## src/pkg/cte_pkg.sv

```systemverilog
`default_nettype none
package cte_pkg;
  localparam int APB_AW = 8;
  localparam int APB_DW = 32;

  // Register byte offsets
  localparam logic [APB_AW-1:0] ADDR_CTRL     = 8'h00;
  localparam logic [APB_AW-1:0] ADDR_CMD      = 8'h04;
  localparam logic [APB_AW-1:0] ADDR_EXPOSURE = 8'h08;
  localparam logic [APB_AW-1:0] ADDR_INTERVAL = 8'h0C;
  localparam logic [APB_AW-1:0] ADDR_READOUT  = 8'h10;
  localparam logic [APB_AW-1:0] ADDR_FRAMES   = 8'h14;
  localparam logic [APB_AW-1:0] ADDR_STATUS   = 8'h18;

  // Field positions
  localparam int CTRL_SEL_LSB  = 0;
  localparam int CTRL_POL_BIT  = 2;
  localparam int CMD_START_BIT = 0;
  localparam int CMD_HALT_BIT  = 1;
  localparam int STAT_EXP_BIT  = 8;
  localparam int STAT_RDO_BIT  = 9;
  localparam int STAT_CNT_LSB  = 16;

  // Values after reset (times in clk cycles)
  localparam logic [2:0]  CTRL_RST     = 3'h0;
  localparam logic [31:0] EXPOSURE_RST = 32'h0000_0064;
  localparam logic [31:0] INTERVAL_RST = 32'h0000_07D0;
  localparam logic [31:0] READOUT_RST  = 32'h0000_03E8;
  localparam logic [15:0] FRAMES_RST   = 16'h0000;

  typedef enum logic [1:0] {
    SEL_NONE     = 2'h0,
    SEL_STANDARD = 2'h1,
    SEL_PULSE    = 2'h2
  } cte_sel_t;

  typedef enum logic [1:0] {
    RUN_SW     = 2'h0,
    RUN_STREAM = 2'h1,
    RUN_ASYNC  = 2'h2,
    RUN_PULSE  = 2'h3
  } cte_run_t;

  typedef enum logic [4:0] {
    ST_IDLE    = 5'h01,
    ST_ARMED   = 5'h02,
    ST_EXPOSE  = 5'h04,
    ST_READOUT = 5'h08,
    ST_WAIT    = 5'h10
  } cte_state_t;
endpackage
`default_nettype wire

```

## src/hdl/cte_sync.sv

```systemverilog
`timescale 1ns/1ps
`default_nettype none
module cte_sync
(
  input  wire logic clk,
  input  wire logic rst,
  input  wire logic din,
  output logic      dout
);
  logic meta_reg;
  logic sync_reg;

  // Two flops; only the second one is looked at
  always_ff @(posedge clk or posedge rst)
  begin
    if (rst)
    begin
      meta_reg <= 1'b0;
      sync_reg <= 1'b0;
    end
    else
    begin
      meta_reg <= din;
      sync_reg <= meta_reg;
    end
  end

  assign dout = sync_reg;
endmodule
`default_nettype wire

```

## src/hdl/cte_timer.sv

```systemverilog
`timescale 1ns/1ps
`default_nettype none
module cte_timer
#(
  parameter int W = 32
)
(
  input  wire logic         clk,
  input  wire logic         rst,
  input  wire logic         load,
  input  wire logic [W-1:0] val,
  output logic              zero
);
  logic [W-1:0] cnt_reg;

  // Down counter that parks at zero
  always_ff @(posedge clk or posedge rst)
  begin
    if (rst)
      cnt_reg <= '0;
    else if (load)
      cnt_reg <= val;
    else if (cnt_reg != '0)
      cnt_reg <= cnt_reg - 1'b1;
  end

  assign zero = (cnt_reg == '0);
endmodule
`default_nettype wire

```

## src/hdl/cte_top.sv

```systemverilog
// Added by the designer: the register addresses and the APB interface to the registers.
`timescale 1ns/1ps
`default_nettype none
module cte_top
#(
  parameter int TW = 32,
  parameter int FW = 16
)
(
  input  wire logic                      clk,
  input  wire logic                      rst,
  input  wire logic                      psel,
  input  wire logic                      penable,
  input  wire logic                      pwrite,
  input  wire logic [cte_pkg::APB_AW-1:0] paddr,
  input  wire logic [cte_pkg::APB_DW-1:0] pwdata,
  output logic      [cte_pkg::APB_DW-1:0] prdata,
  output logic                           pready,
  output logic                           pslverr,
  input  wire logic                      trigger_in,
  output logic                           exposure_active,
  output logic                           readout_active
);
  import cte_pkg::*;

  // ----------------------------------------
  // Register bus
  // ----------------------------------------
  logic [2:0]        ctrl_reg;
  logic [TW-1:0]     exp_reg;
  logic [TW-1:0]     int_reg;
  logic [TW-1:0]     rdo_reg;
  logic [FW-1:0]     frames_reg;
  logic [APB_DW-1:0] prdata_reg;
  logic [FW-1:0]     cnt_reg;
  logic [FW-1:0]     target_reg;
  cte_run_t          run_reg;
  cte_state_t        state_reg;
  cte_state_t        state_next;
  logic              exposure_reg;
  logic              readout_reg;

  wire wr_en    = psel & penable & pwrite;
  wire rd_setup = psel & ~penable & ~pwrite;
  wire hit_ctrl = (paddr == ADDR_CTRL);
  wire hit_cmd  = (paddr == ADDR_CMD);
  wire hit_exp  = (paddr == ADDR_EXPOSURE);
  wire hit_int  = (paddr == ADDR_INTERVAL);
  wire hit_rdo  = (paddr == ADDR_READOUT);
  wire hit_frm  = (paddr == ADDR_FRAMES);
  wire hit_stat = (paddr == ADDR_STATUS);
  wire hit_any  = hit_ctrl | hit_cmd | hit_exp | hit_int | hit_rdo | hit_frm | hit_stat;

  wire start_cmd = wr_en & hit_cmd & pwdata[CMD_START_BIT];
  wire halt_cmd  = wr_en & hit_cmd & pwdata[CMD_HALT_BIT];

  // Status word shows the engine's own state and progress
  wire [APB_DW-1:0] stat_word = {cnt_reg, 6'h00, readout_reg, exposure_reg, 3'h0, state_reg};

  // Read mux; command register reads zero
  wire [APB_DW-1:0] rd_mux =
    hit_ctrl ? {29'h0000_0000, ctrl_reg} :
    hit_exp  ? exp_reg :
    hit_int  ? int_reg :
    hit_rdo  ? rdo_reg :
    hit_frm  ? {{(APB_DW-FW){1'b0}}, frames_reg} :
    hit_stat ? stat_word :
    32'h0000_0000;

  // Zero wait states; unmapped addresses answer with an error
  assign pready  = 1'b1;
  assign pslverr = psel & penable & ~hit_any;
  assign prdata  = prdata_reg;

  // Read data is captured in the setup cycle so it comes from a flop
  always_ff @(posedge clk or posedge rst)
  begin
    if (rst)
      prdata_reg <= 32'h0000_0000;
    else if (rd_setup)
      prdata_reg <= rd_mux;
  end

  // Configuration writes
  always_ff @(posedge clk or posedge rst)
  begin
    if (rst)
    begin
      ctrl_reg   <= CTRL_RST;
      exp_reg    <= EXPOSURE_RST[TW-1:0];
      int_reg    <= INTERVAL_RST[TW-1:0];
      rdo_reg    <= READOUT_RST[TW-1:0];
      frames_reg <= FRAMES_RST[FW-1:0];
    end
    else if (wr_en)
    begin
      if (hit_ctrl)
        ctrl_reg <= pwdata[2:0];
      if (hit_exp)
        exp_reg <= pwdata[TW-1:0];
      if (hit_int)
        int_reg <= pwdata[TW-1:0];
      if (hit_rdo)
        rdo_reg <= pwdata[TW-1:0];
      if (hit_frm)
        frames_reg <= pwdata[FW-1:0];
    end
  end

  // ----------------------------------------
  // Mode decode
  // ----------------------------------------
  // Trigger select and frame count feed the decode, so readout settings cannot change it
  wire [1:0] sel_f      = ctrl_reg[CTRL_SEL_LSB +: 2];
  wire       pol_high   = ctrl_reg[CTRL_POL_BIT];
  wire       sel_std    = (sel_f == SEL_STANDARD);
  wire       sel_pulse  = (sel_f == SEL_PULSE);
  wire       one_frame  = (frames_reg == FW'(1));
  // Unused code 3 behaves as no hardware trigger
  cte_run_t  start_mode;
  assign start_mode = sel_pulse ? RUN_PULSE :
                      (sel_std & one_frame) ? RUN_ASYNC :
                      sel_std ? RUN_STREAM :
                      RUN_SW;

  // ----------------------------------------
  // Trigger conditioning
  // ----------------------------------------
  logic trig_s;
  logic trig_d_reg;

  cte_sync u_sync
  (
    .clk  (clk),
    .rst  (rst),
    .din  (trigger_in),
    .dout (trig_s)
  );

  always_ff @(posedge clk or posedge rst)
  begin
    if (rst)
      trig_d_reg <= 1'b0;
    else
      trig_d_reg <= trig_s;
  end

  // Polarity turns the line into an asserted level
  wire act         = pol_high ? trig_s : ~trig_s;
  wire act_d       = pol_high ? trig_d_reg : ~trig_d_reg;
  wire assert_edge = act & ~act_d;
  wire release_edge = ~act & act_d;

  // ----------------------------------------
  // Phase and interval timers
  // ----------------------------------------
  logic ph_zero;
  logic int_zero;

  // Zero length counts as one cycle
  wire [TW-1:0] exp_m1 = (exp_reg == '0) ? '0 : exp_reg - 1'b1;
  wire [TW-1:0] rdo_m1 = (rdo_reg == '0) ? '0 : rdo_reg - 1'b1;
  wire [TW-1:0] int_m1 = (int_reg == '0) ? '0 : int_reg - 1'b1;

  wire enter_exp = (state_next == ST_EXPOSE) & (state_reg != ST_EXPOSE);
  wire enter_rdo = (state_next == ST_READOUT) & (state_reg != ST_READOUT);
  wire ph_load   = enter_exp | enter_rdo;
  wire [TW-1:0] ph_val = enter_rdo ? rdo_m1 : exp_m1;

  cte_timer #(.W(TW)) u_phase
  (
    .clk  (clk),
    .rst  (rst),
    .load (ph_load),
    .val  (ph_val),
    .zero (ph_zero)
  );

  // Frame period runs from one exposure start to the next
  cte_timer #(.W(TW)) u_interval
  (
    .clk  (clk),
    .rst  (rst),
    .load (enter_exp),
    .val  (int_m1),
    .zero (int_zero)
  );

  // ----------------------------------------
  // Acquisition sequencer
  // ----------------------------------------
  wire last_frame = (target_reg != '0) & (cnt_reg + 1'b1 == target_reg);
  wire free_run   = (run_reg == RUN_SW) | (run_reg == RUN_STREAM);
  wire exp_done   = (run_reg == RUN_PULSE) ? release_edge : ph_zero;

  // Next state; halt overrides everything
  always_comb
  begin
    state_next = state_reg;
    case (state_reg)
      ST_IDLE:
        if (start_cmd)
          state_next = (start_mode == RUN_SW) ? ST_EXPOSE : ST_ARMED;
      ST_ARMED:
        if (assert_edge)
          state_next = ST_EXPOSE;
      ST_EXPOSE:
        if (exp_done)
          state_next = ST_READOUT;
      ST_READOUT:
        // Trigger edges are not looked at here
        if (ph_zero)
        begin
          if (last_frame & free_run)
            state_next = ST_IDLE;
          else if (free_run)
            state_next = ST_WAIT;
          else
            state_next = ST_ARMED;
        end
      ST_WAIT:
        // Only the interval restarts a frame, never the trigger
        if (int_zero)
          state_next = ST_EXPOSE;
      default:
        state_next = ST_IDLE;
    endcase
    if (halt_cmd)
      state_next = ST_IDLE;
  end

  always_ff @(posedge clk or posedge rst)
  begin
    if (rst)
      state_reg <= ST_IDLE;
    else
      state_reg <= state_next;
  end

  // Mode and frame target are frozen at start so later writes cannot upset a run
  always_ff @(posedge clk or posedge rst)
  begin
    if (rst)
    begin
      run_reg    <= RUN_SW;
      target_reg <= '0;
    end
    else if (start_cmd & (state_reg == ST_IDLE))
    begin
      run_reg    <= start_mode;
      target_reg <= frames_reg;
    end
  end

  // Frames read out since start
  always_ff @(posedge clk or posedge rst)
  begin
    if (rst)
      cnt_reg <= '0;
    else if (start_cmd & (state_reg == ST_IDLE))
      cnt_reg <= '0;
    else if ((state_reg == ST_READOUT) & ph_zero)
      cnt_reg <= cnt_reg + 1'b1;
  end

  // Indicator outputs registered from the next state
  always_ff @(posedge clk or posedge rst)
  begin
    if (rst)
    begin
      exposure_reg <= 1'b0;
      readout_reg  <= 1'b0;
    end
    else
    begin
      exposure_reg <= (state_next == ST_EXPOSE);
      readout_reg  <= (state_next == ST_READOUT);
    end
  end

  assign exposure_active = exposure_reg;
  assign readout_active  = readout_reg;

  // ----------------------------------------
  // Checks
  // ----------------------------------------
  logic [TW-1:0] exp_cyc_reg;
  logic [TW-1:0] exp_need_reg;

  // Helper: cycles spent in exposure and the length asked for
  always_ff @(posedge clk or posedge rst)
  begin
    if (rst)
    begin
      exp_cyc_reg  <= '0;
      exp_need_reg <= '0;
    end
    else if (enter_exp)
    begin
      exp_cyc_reg  <= '0;
      exp_need_reg <= exp_m1 + 1'b1;
    end
    else if (state_reg == ST_EXPOSE)
      exp_cyc_reg <= exp_cyc_reg + 1'b1;
  end
endmodule
`default_nettype wire

```

## config.mk

```make
export PLATFORM = sky130hd
export DESIGN_NAME = cte_top
export DESIGN_NICKNAME = d
export VERILOG_FILES = /design/src/pkg/cte_pkg.sv /design/src/hdl/cte_sync.sv /design/src/hdl/cte_timer.sv /design/src/hdl/cte_top.sv
export SDC_FILE = /design/constraint.sdc
export NUM_CORES = 1
export LEC_CHECK = 0
export BUFFER_PORTS_ARGS = -buffer_cell sky130_fd_sc_hd__buf_2
export CAP_MARGIN = 20
export CORE_MARGIN = 5
export CORE_UTILIZATION = 62
export CTS_CLUSTER_SIZE = 8
export DETAILED_ROUTE_END_ITERATION = 6
export PLACE_DENSITY = 0.83
export SYNTH_ARGS = -nofsm -noshare
export SYNTH_HDL_FRONTEND = slang
export SYNTH_SLANG_ARGS = --single-unit
```

## constraint.sdc

```tcl
create_clock -name clk -period 10.7 [get_ports clk]
set_clock_uncertainty 0.15 [all_clocks]
set_input_delay 0.535 -clock clk [delete_from_list [all_inputs] [get_ports clk]]
set_output_delay 0.535 -clock clk [all_outputs]
set_load 0.005 [all_outputs]
```

==> results.json, run 1 <==
{
  "outcome": "finished, final reports clean",
  "drc": 0,
  "crit_fanout": 22,
  "crit_path_cell_trace": "inv_1, ha_1, nor3b_1, nand4_1, nand3b_1, or4_1, nand2_1, o22ai_1",
  "clock_latency_ps": 510,
  "setup_viol": 0,
  "syn_nets": 1562,
  "whs_path_depth": 2,
  "cts_tree": "built",
  "slew_viol_final": 0,
  "use_met1": 0.4611,
  "ys_top_cells_by_area": "dfrtp_1 41%, mux2_2 9.7%, xnor2_1 4.7%, xor2_1 4.3%, nand2_1 4.2%",
  "post_cts_buffers": 0,
  "startpoint_type": "flop",
  "clockBufferDepth": 3,
  "maxSlewHeadroom": 0.3165,
  "dr.first_iter.drc_count": 1390,
  "ir_worst_vdd_mv": 0.1255,
  "critPathMaxStageDelay_ps": 730,
  "fin_crit_sh": 0.3674,
  "switchingPower_uw": 663.3,
  "syn_inst": 1507,
  "async_reset_ff_frac": 1.000,
  "gp_congestion": 0.9723,
  "p_leak_nw": 7.476,
  "powerDensity_mw_per_mm2": 150.2,
  "grt-ovfl-total": 0,
  "final_nets": 1614,
  "setup_tns_ps": 0,
  "die_height_um": 164.2,
  "power_mw": 2.466,
  "htreeDepth": 2,
  "critPathKind": "reg -> reg",
  "cts_root_buf": "clkbuf_16",
  "clkPwrFrac": 0.436,
  "arrival_ps": 4150,
  "hold_violations": 0,
  "rows": 56,
  "multi_input_area_mm2": 0.007930,
  "grt_max_degree": 91,
  "start_util": 0.6284,
  "ys_ff_latch": 255,
  "drive_gt1_frac": 0.2006,
  "cts_inserted_buffers": 37,
  "grt_pass1_vias": 12537,
  "rr_endpoint": "u_interval.cnt_reg[21]$_DFFE_PP0P_",
  "synth_top_area_cell": "dfrtp_1",
  "cp.buffers_inverters": 1,
  "rsz0062_at_grt": "no",
  "fmax_mhz": 254.4,
  "vias": 12710,
  "final-seq-area_mm2": 0.006401,
  "syn_avg_cell_area_um2": 9.787,
  "wl_per_cell_um": 22.94,
  "synth_top_area_share": 0.4055,
  "endpoint_kind": "flop",
  "swShare": 0.2689,
  "antenna_left": 0,
  "die_area_mm2": 0.02697,
  "core_area_mm2": 0.02347,
  "whs_ps": 137.9,
  "dieWidth_um": 164.2,
  "netlist-cell-type-count": 78,
  "globalRouteMet3Util": 0.06123,
  "pwr-share-comb": 0.127,
  "cp.required_ps": 10910,
  "reg2reg_depth": 8,
  "synth-edff-count": 0,
  "crit_family": "simple AND/OR/NAND/NOR gates",
  "port_buffers": 80,
  "n_fill_cell": 1791,
  "r2r_slack_ps": 6770,
  "min_path_type": "in -> reg",
  "syn_area_mm2": 0.01475,
  "fin_area_mm2": 0.01643,
  "ys.warnings.count": 0,
  "cap_viol_max_count": 0,
  "wirelength_mm": 43.56,
  "ys_seq_area_frac": 0.4340,
  "crit_slowest_cell": "or4_1",
  "synth_most_common_cell": "dfrtp_1",
  "r2r-start": "int_reg[0]$_DFFE_PP0P_",
  "hpwlAfterDp_mm": 30.43,
  "grt_use_met2": 0.5030,
  "n_antenna_cell": 0,
  "synth_ff_type": "dfrtp_1",
  "path_clk_slew_ps": 50,
  "clock-sinks": 255,
  "p_seq_frac": 0.437,
  "period_needed_ps": 3931,
  "syn2layout_area_growth_pct": 11.37,
  "worstHoldEndpoint": "int_reg[17]$_DFFE_PP0P_",
  "vias_per_cell": 6.693,
  "internal_power_mw": 1.803,
  "cts_resized": 0,
  "dr.pass1.iters": 6,
  "worstMarginPinSlew_ps": 1025,
  "antenna_found_initial": 0,
  "place_area_mm2": 0.01529,
  "netlist_top_cells_count": "239 x dfrtp_1, 165 x nand2_1, 127 x mux2_2",
  "grt-busiest-layer": "met2",
  "pin_count": 82,
  "grt_pass1_wl_mm": 69.90,
  "grt_util_all_layers": 0.3291,
  "min_from": "pwdata[17]"
}
routing by layer:
| layer | up-vias | share of wire |
|---|---|---|
| li1 | 5638 | - |
| met1 | 6246 | 0.42 |
| met2 | 703 | 0.45 |
| met3 | 123 | 0.093 |
| met4 | 0 | 0.043 |
| met5 | - | 0 |
worst max path at each step:
| stage | startpoint | endpoint | slack (ps) | cells after the start |
|---|---|---|---|---|
| finish | int_reg[0]$_DFFE_PP0P_ | u_interval.cnt_reg[21]$_DFFE_PP0P_ | 6770 | 8 |
| floorplan | rst | cnt_reg[0]$_DFFE_PP0P_ | 3030 | 1 |
| global placement | paddr[2] | u_interval.cnt_reg[18]$_DFFE_PP0P_ | 6920 | 10 |
| detailed placement | int_reg[0]$_DFFE_PP0P_ | u_interval.cnt_reg[9]$_DFFE_PP0P_ | 6830 | 8 |
| global route | int_reg[0]$_DFFE_PP0P_ | u_interval.cnt_reg[11]$_DFFE_PP0P_ | 6450 | 8 |
| CTS | int_reg[0]$_DFFE_PP0P_ | u_interval.cnt_reg[3]$_DFFE_PP0P_ | 6840 | 8 |
metrics by stage:
stage,utilization,worst slack (ps),instances
floorplan,-,3028,1507
global placement,0.6515,6923,1833
detailed placement,0.6515,6832,1833
CTS,0.6969,6844,1895
global route,0.6998,6446,1899
finish,0.6998,6769,1899
cells by family after synthesis:
group,Yosys count,share of synthesized area
and+or+nand+nor,561,0.1999
xor gates and xnor gates,152,0.09026
buffers and inverters,101,0.02927
adders and majority gates,9,0.007635
other,1,0.0002543
AOI/OAI and AO/OA,277,0.1254
muxes,151,0.1133
DFF,255,0.4340
cells in the final DEF, fill, tap and decap left out, types with 6 or more instances in the layout:
master / count
or4_1: 18
mux2i_1: 24
nand3_1: 41
dfstp_2: 16
o31ai_1: 12
inv_1: 14
a21oi_1: 53
buf_4: 13
o21a_1: 17
buf_2: 80
o21ai_0: 71
nand2b_1: 8
dfrtp_1: 239
a31oi_1: 8
o22ai_1: 25
o221ai_1: 11
clkbuf_1: 21
and3_1: 16
nand3b_1: 14
a22oi_1: 12
nor3b_1: 6
clkbuf_16: 38
nor2_1: 111
a221oi_1: 17
ha_1: 9
a222oi_1: 16
or3_1: 16
nor4_1: 52
nand2_1: 165
xor2_1: 73
mux2_2: 127
nor3_1: 45
nand4_1: 15
and2_1: 8
xnor2_1: 79
area by class of cell:
class,count,share of cell area
Clock buffer,59,0.06269
Clock inverter,1,0.0009902
Timing Repair Buffer,99,0.03565
Multi-Input combinational cell,1151,0.4828
Inverter,15,0.003885
Sequential cell,255,0.3897
Tap cell,319,0.02430
power by group through the flow:
stage / Combinational (mW) / Sequential, mW / Clock [mW]
4_1_cts: 0.308 / 1.07 / 1.08
6_report: 0.314 / 1.08 / 1.07
5_1_grt: 0.347 / 1.08 / 1.13
2_1_floorplan: 0.229 / 1.07 / 0
3_5_place_dp: 0.303 / 1.09 / 0
3_3_place_gp: 0.297 / 1.09 / 0
what timing repair did:
action	CTS	global route
endpoints found under the hold margin	6	0
hold buffers	2	0
setup endpoints to repair	0	0
No activity file was read; power rests on OpenSTA's default activity.
==> run 2, diff against run 1 <==
--- a/config.mk
+++ b/config.mk
@@ -8,10 +8,10 @@
 export BUFFER_PORTS_ARGS = -buffer_cell sky130_fd_sc_hd__buf_2
 export CAP_MARGIN = 20
 export CORE_MARGIN = 5
-export CORE_UTILIZATION = 62
+export CORE_UTILIZATION = 56
 export CTS_CLUSTER_SIZE = 8
 export DETAILED_ROUTE_END_ITERATION = 6
-export PLACE_DENSITY = 0.83
+export PLACE_DENSITY = 0.79
 export SYNTH_ARGS = -nofsm -noshare
 export SYNTH_HDL_FRONTEND = slang
 export SYNTH_SLANG_ARGS = --single-unit
==> constraint.sdc (replaced) <==
create_clock -name clk -period 3.35 [get_ports clk]
set_clock_uncertainty 0.15 [all_clocks]
set_input_delay 0.1675 -clock clk [delete_from_list [all_inputs] [get_ports clk]]
set_output_delay 0.1675 -clock clk [all_outputs]
set_load 0.005 [all_outputs]
==> results.json, run 2 (same netlist as run 1, synthesis figures left out) <==
{
  "outcome": "finished, final reports clean",
  "setup_ws_ps": 166.5,
  "clkPwrFrac": 0.432,
  "start_util": 0.5676,
  "port_buffers": 80,
  "htreeDepth": 2,
  "dr.pass1.iters": 7,
  "cp.buffers_inverters": 2,
  "drive_gt1_frac": 0.2239,
  "n_antenna_cell": 0,
  "switchingPower_mw": 2.129,
  "crit_fanout": 12,
  "hpwlAfterDp_mm": 32.73,
  "die_height_um": 172.3,
  "hold_violations": 0,
  "post_cts_buffers": 0,
  "dr.first_iter.drc_count": 1237,
  "critPathMaxStageDelay_ps": 520,
  "fmax_mhz": 314.1,
  "period_needed_ps": 3183,
  "final_common_cell": "dfrtp_1",
  "grt_max_degree": 53,
  "crit_path_cell_trace": "inv_1, ha_1, or4b_4, nor3_4, a41oi_2, or3_4, o21a_2, buf_4, a221oi_1, a21oi_1",
  "maxSlewHeadroom": 0.4278,
  "grt-ovfl-total": 0,
  "antenna_found_initial": 0,
  "gp_congestion": 0.9770,
  "crit_slowest_cell": "or4b_4",
  "pwr-share-comb": 0.136,
  "arrival_ps": 3420,
  "slew_viol_final": 0,
  "startpoint_type": "flop",
  "rows": 59,
  "clockBufferDepth": 3,
  "ir_worst_vdd_mv": 0.4296,
  "vias": 13032,
  "worstMarginPinSlew_ps": 858.2,
  "clock_latency_ps": 520,
  "dp_worst_setup_slack_ps": 90.01,
  "grt_util_all_layers": 0.3135,
  "cts_root_buf": "clkbuf_16",
  "drc": 0,
  "fin_crit_sh": 0.9503,
  "antenna_left": 0,
  "cts_inserted_buffers": 37,
  "cts_tree": "built",
  "wl_per_cell_um": 23.20,
  "die_area_mm2": 0.02968,
  "power_mw": 7.960,
  "grt_pass1_wl_mm": 72.91,
  "core_area_mm2": 0.02598,
  "internal_power_mw": 5.831,
  "final_nets": 1696,
  "mostFrequentLayoutCells": "239 x dfrtp_1, 165 x nand2_1, 127 x mux2_2, 111 x nor2_1, 80 x buf_2",
  "wirelength_mm": 46.21,
  "endpoint_kind": "flop",
  "dieWidth_um": 172.3,
  "rsz0062_at_grt": "no",
  "grt_pass1_vias": 12820,
  "min_path_type": "in -> reg",
  "cp.required_ps": 3580,
  "syn2layout_area_growth_pct": 16.33,
  "path_clk_slew_ps": 50,
  "p_leak_nw": 7.850,
  "multi_input_area_mm2": 0.007948,
  "p_seq_frac": 0.432,
  "cap_viol_max_count": 0,
  "vias_per_cell": 6.542,
  "final-seq-area_mm2": 0.006401,
  "powerDensity_mw_per_mm2": 463.9,
  "swShare": 0.2675,
  "critPathKind": "reg -> reg",
  "n_fill_cell": 2072,
  "setup_viol": 0,
  "pin_count": 82,
  "clock-sinks": 255,
  "crit_family": "simple AND/OR/NAND/NOR gates"
}
[run 2: final cells by class]
cell class,instances,area share
clock inverters,1,0.0005105
flip-flops and latches,255,0.3731
well taps,335,0.02443
inverters,15,0.003500
multi-input cells,1151,0.4632
clock buffers,54,0.06016
repair buffers,181,0.07511
[run 2: power groups by stage]
stage | registers (mW) | logic (mW) | clock network [mW]
finish | 3.44 | 1.08 | 3.44
global route | 3.46 | 1.20 | 3.61
CTS | 3.43 | 1.06 | 3.47
detailed placement | 3.48 | 1.02 | 0
global placement | 3.46 | 1.00 | 0
floorplan | 3.43 | 0.732 | 0
[run 2: worst min-delay path: stages]
cell and delay [ps]:
buf_2 90, nor4_1 40, buf_4 140, nand4_1 190
o21a_1 140
[run 2: stage by stage]
stage / cell area [µm²] / hold slack, ps / setup TNS [ps] / utilization / std cells
2_1_floorplan: 14750 / 48.93 / -74590 / - / 1507
3_3_place_gp: 15720 / 127.9 / 0 / 0.6051 / 1901
3_5_place_dp: 15740 / 128.0 / 0 / 0.6057 / 1902
4_1_cts: 17120 / 117.7 / 0 / 0.6589 / 1991
5_1_grt: 17160 / 134.9 / 0 / 0.6603 / 1992
6_report: 17160 / 130.3 / 0 / 0.6603 / 1992
[run 2: worst paths after layout]
check	slack [ps]	from	to	cells after the start
setup / recovery	170	u_phase.cnt_reg[0]$_DFFE_PP0P_	u_phase.cnt_reg[22]$_DFFE_PP0P_	10
hold / removal	130	paddr[6]	state_reg[4]$_DFF_PP0_	5
setup reg to reg	170	u_phase.cnt_reg[0]$_DFFE_PP0P_	u_phase.cnt_reg[22]$_DFFE_PP0P_	10
hold reg to reg	210	u_sync.meta_reg$_DFF_PP0_	u_sync.dout$_DFF_PP0_	0
max in group asynchronous	2150	rst	int_reg[4]$_DFFE_PP1P_	5
min in group asynchronous	200	rst	u_phase.cnt_reg[1]$_DFFE_PP0P_	4
[run 2: repair_timing]
| item | in CTS | in global routing |
|---|---|---|
| endpoints found under the hold margin | 152 | 0 |
| endpoints found under the setup margin | 0 | 21 |
| resized for setup | 0 | 4 |
| hold buffers | 34 | 0 |
[run 2: layer usage]
layer  vias to the layer above  wire (µm)  track usage
met3                       134       3808      0.04893
li1                       5779          -            -
met5                         -          0            0
met1                      6457      19270       0.4360
met4                         0       2240       0.1391
met2                       662      20900       0.4885
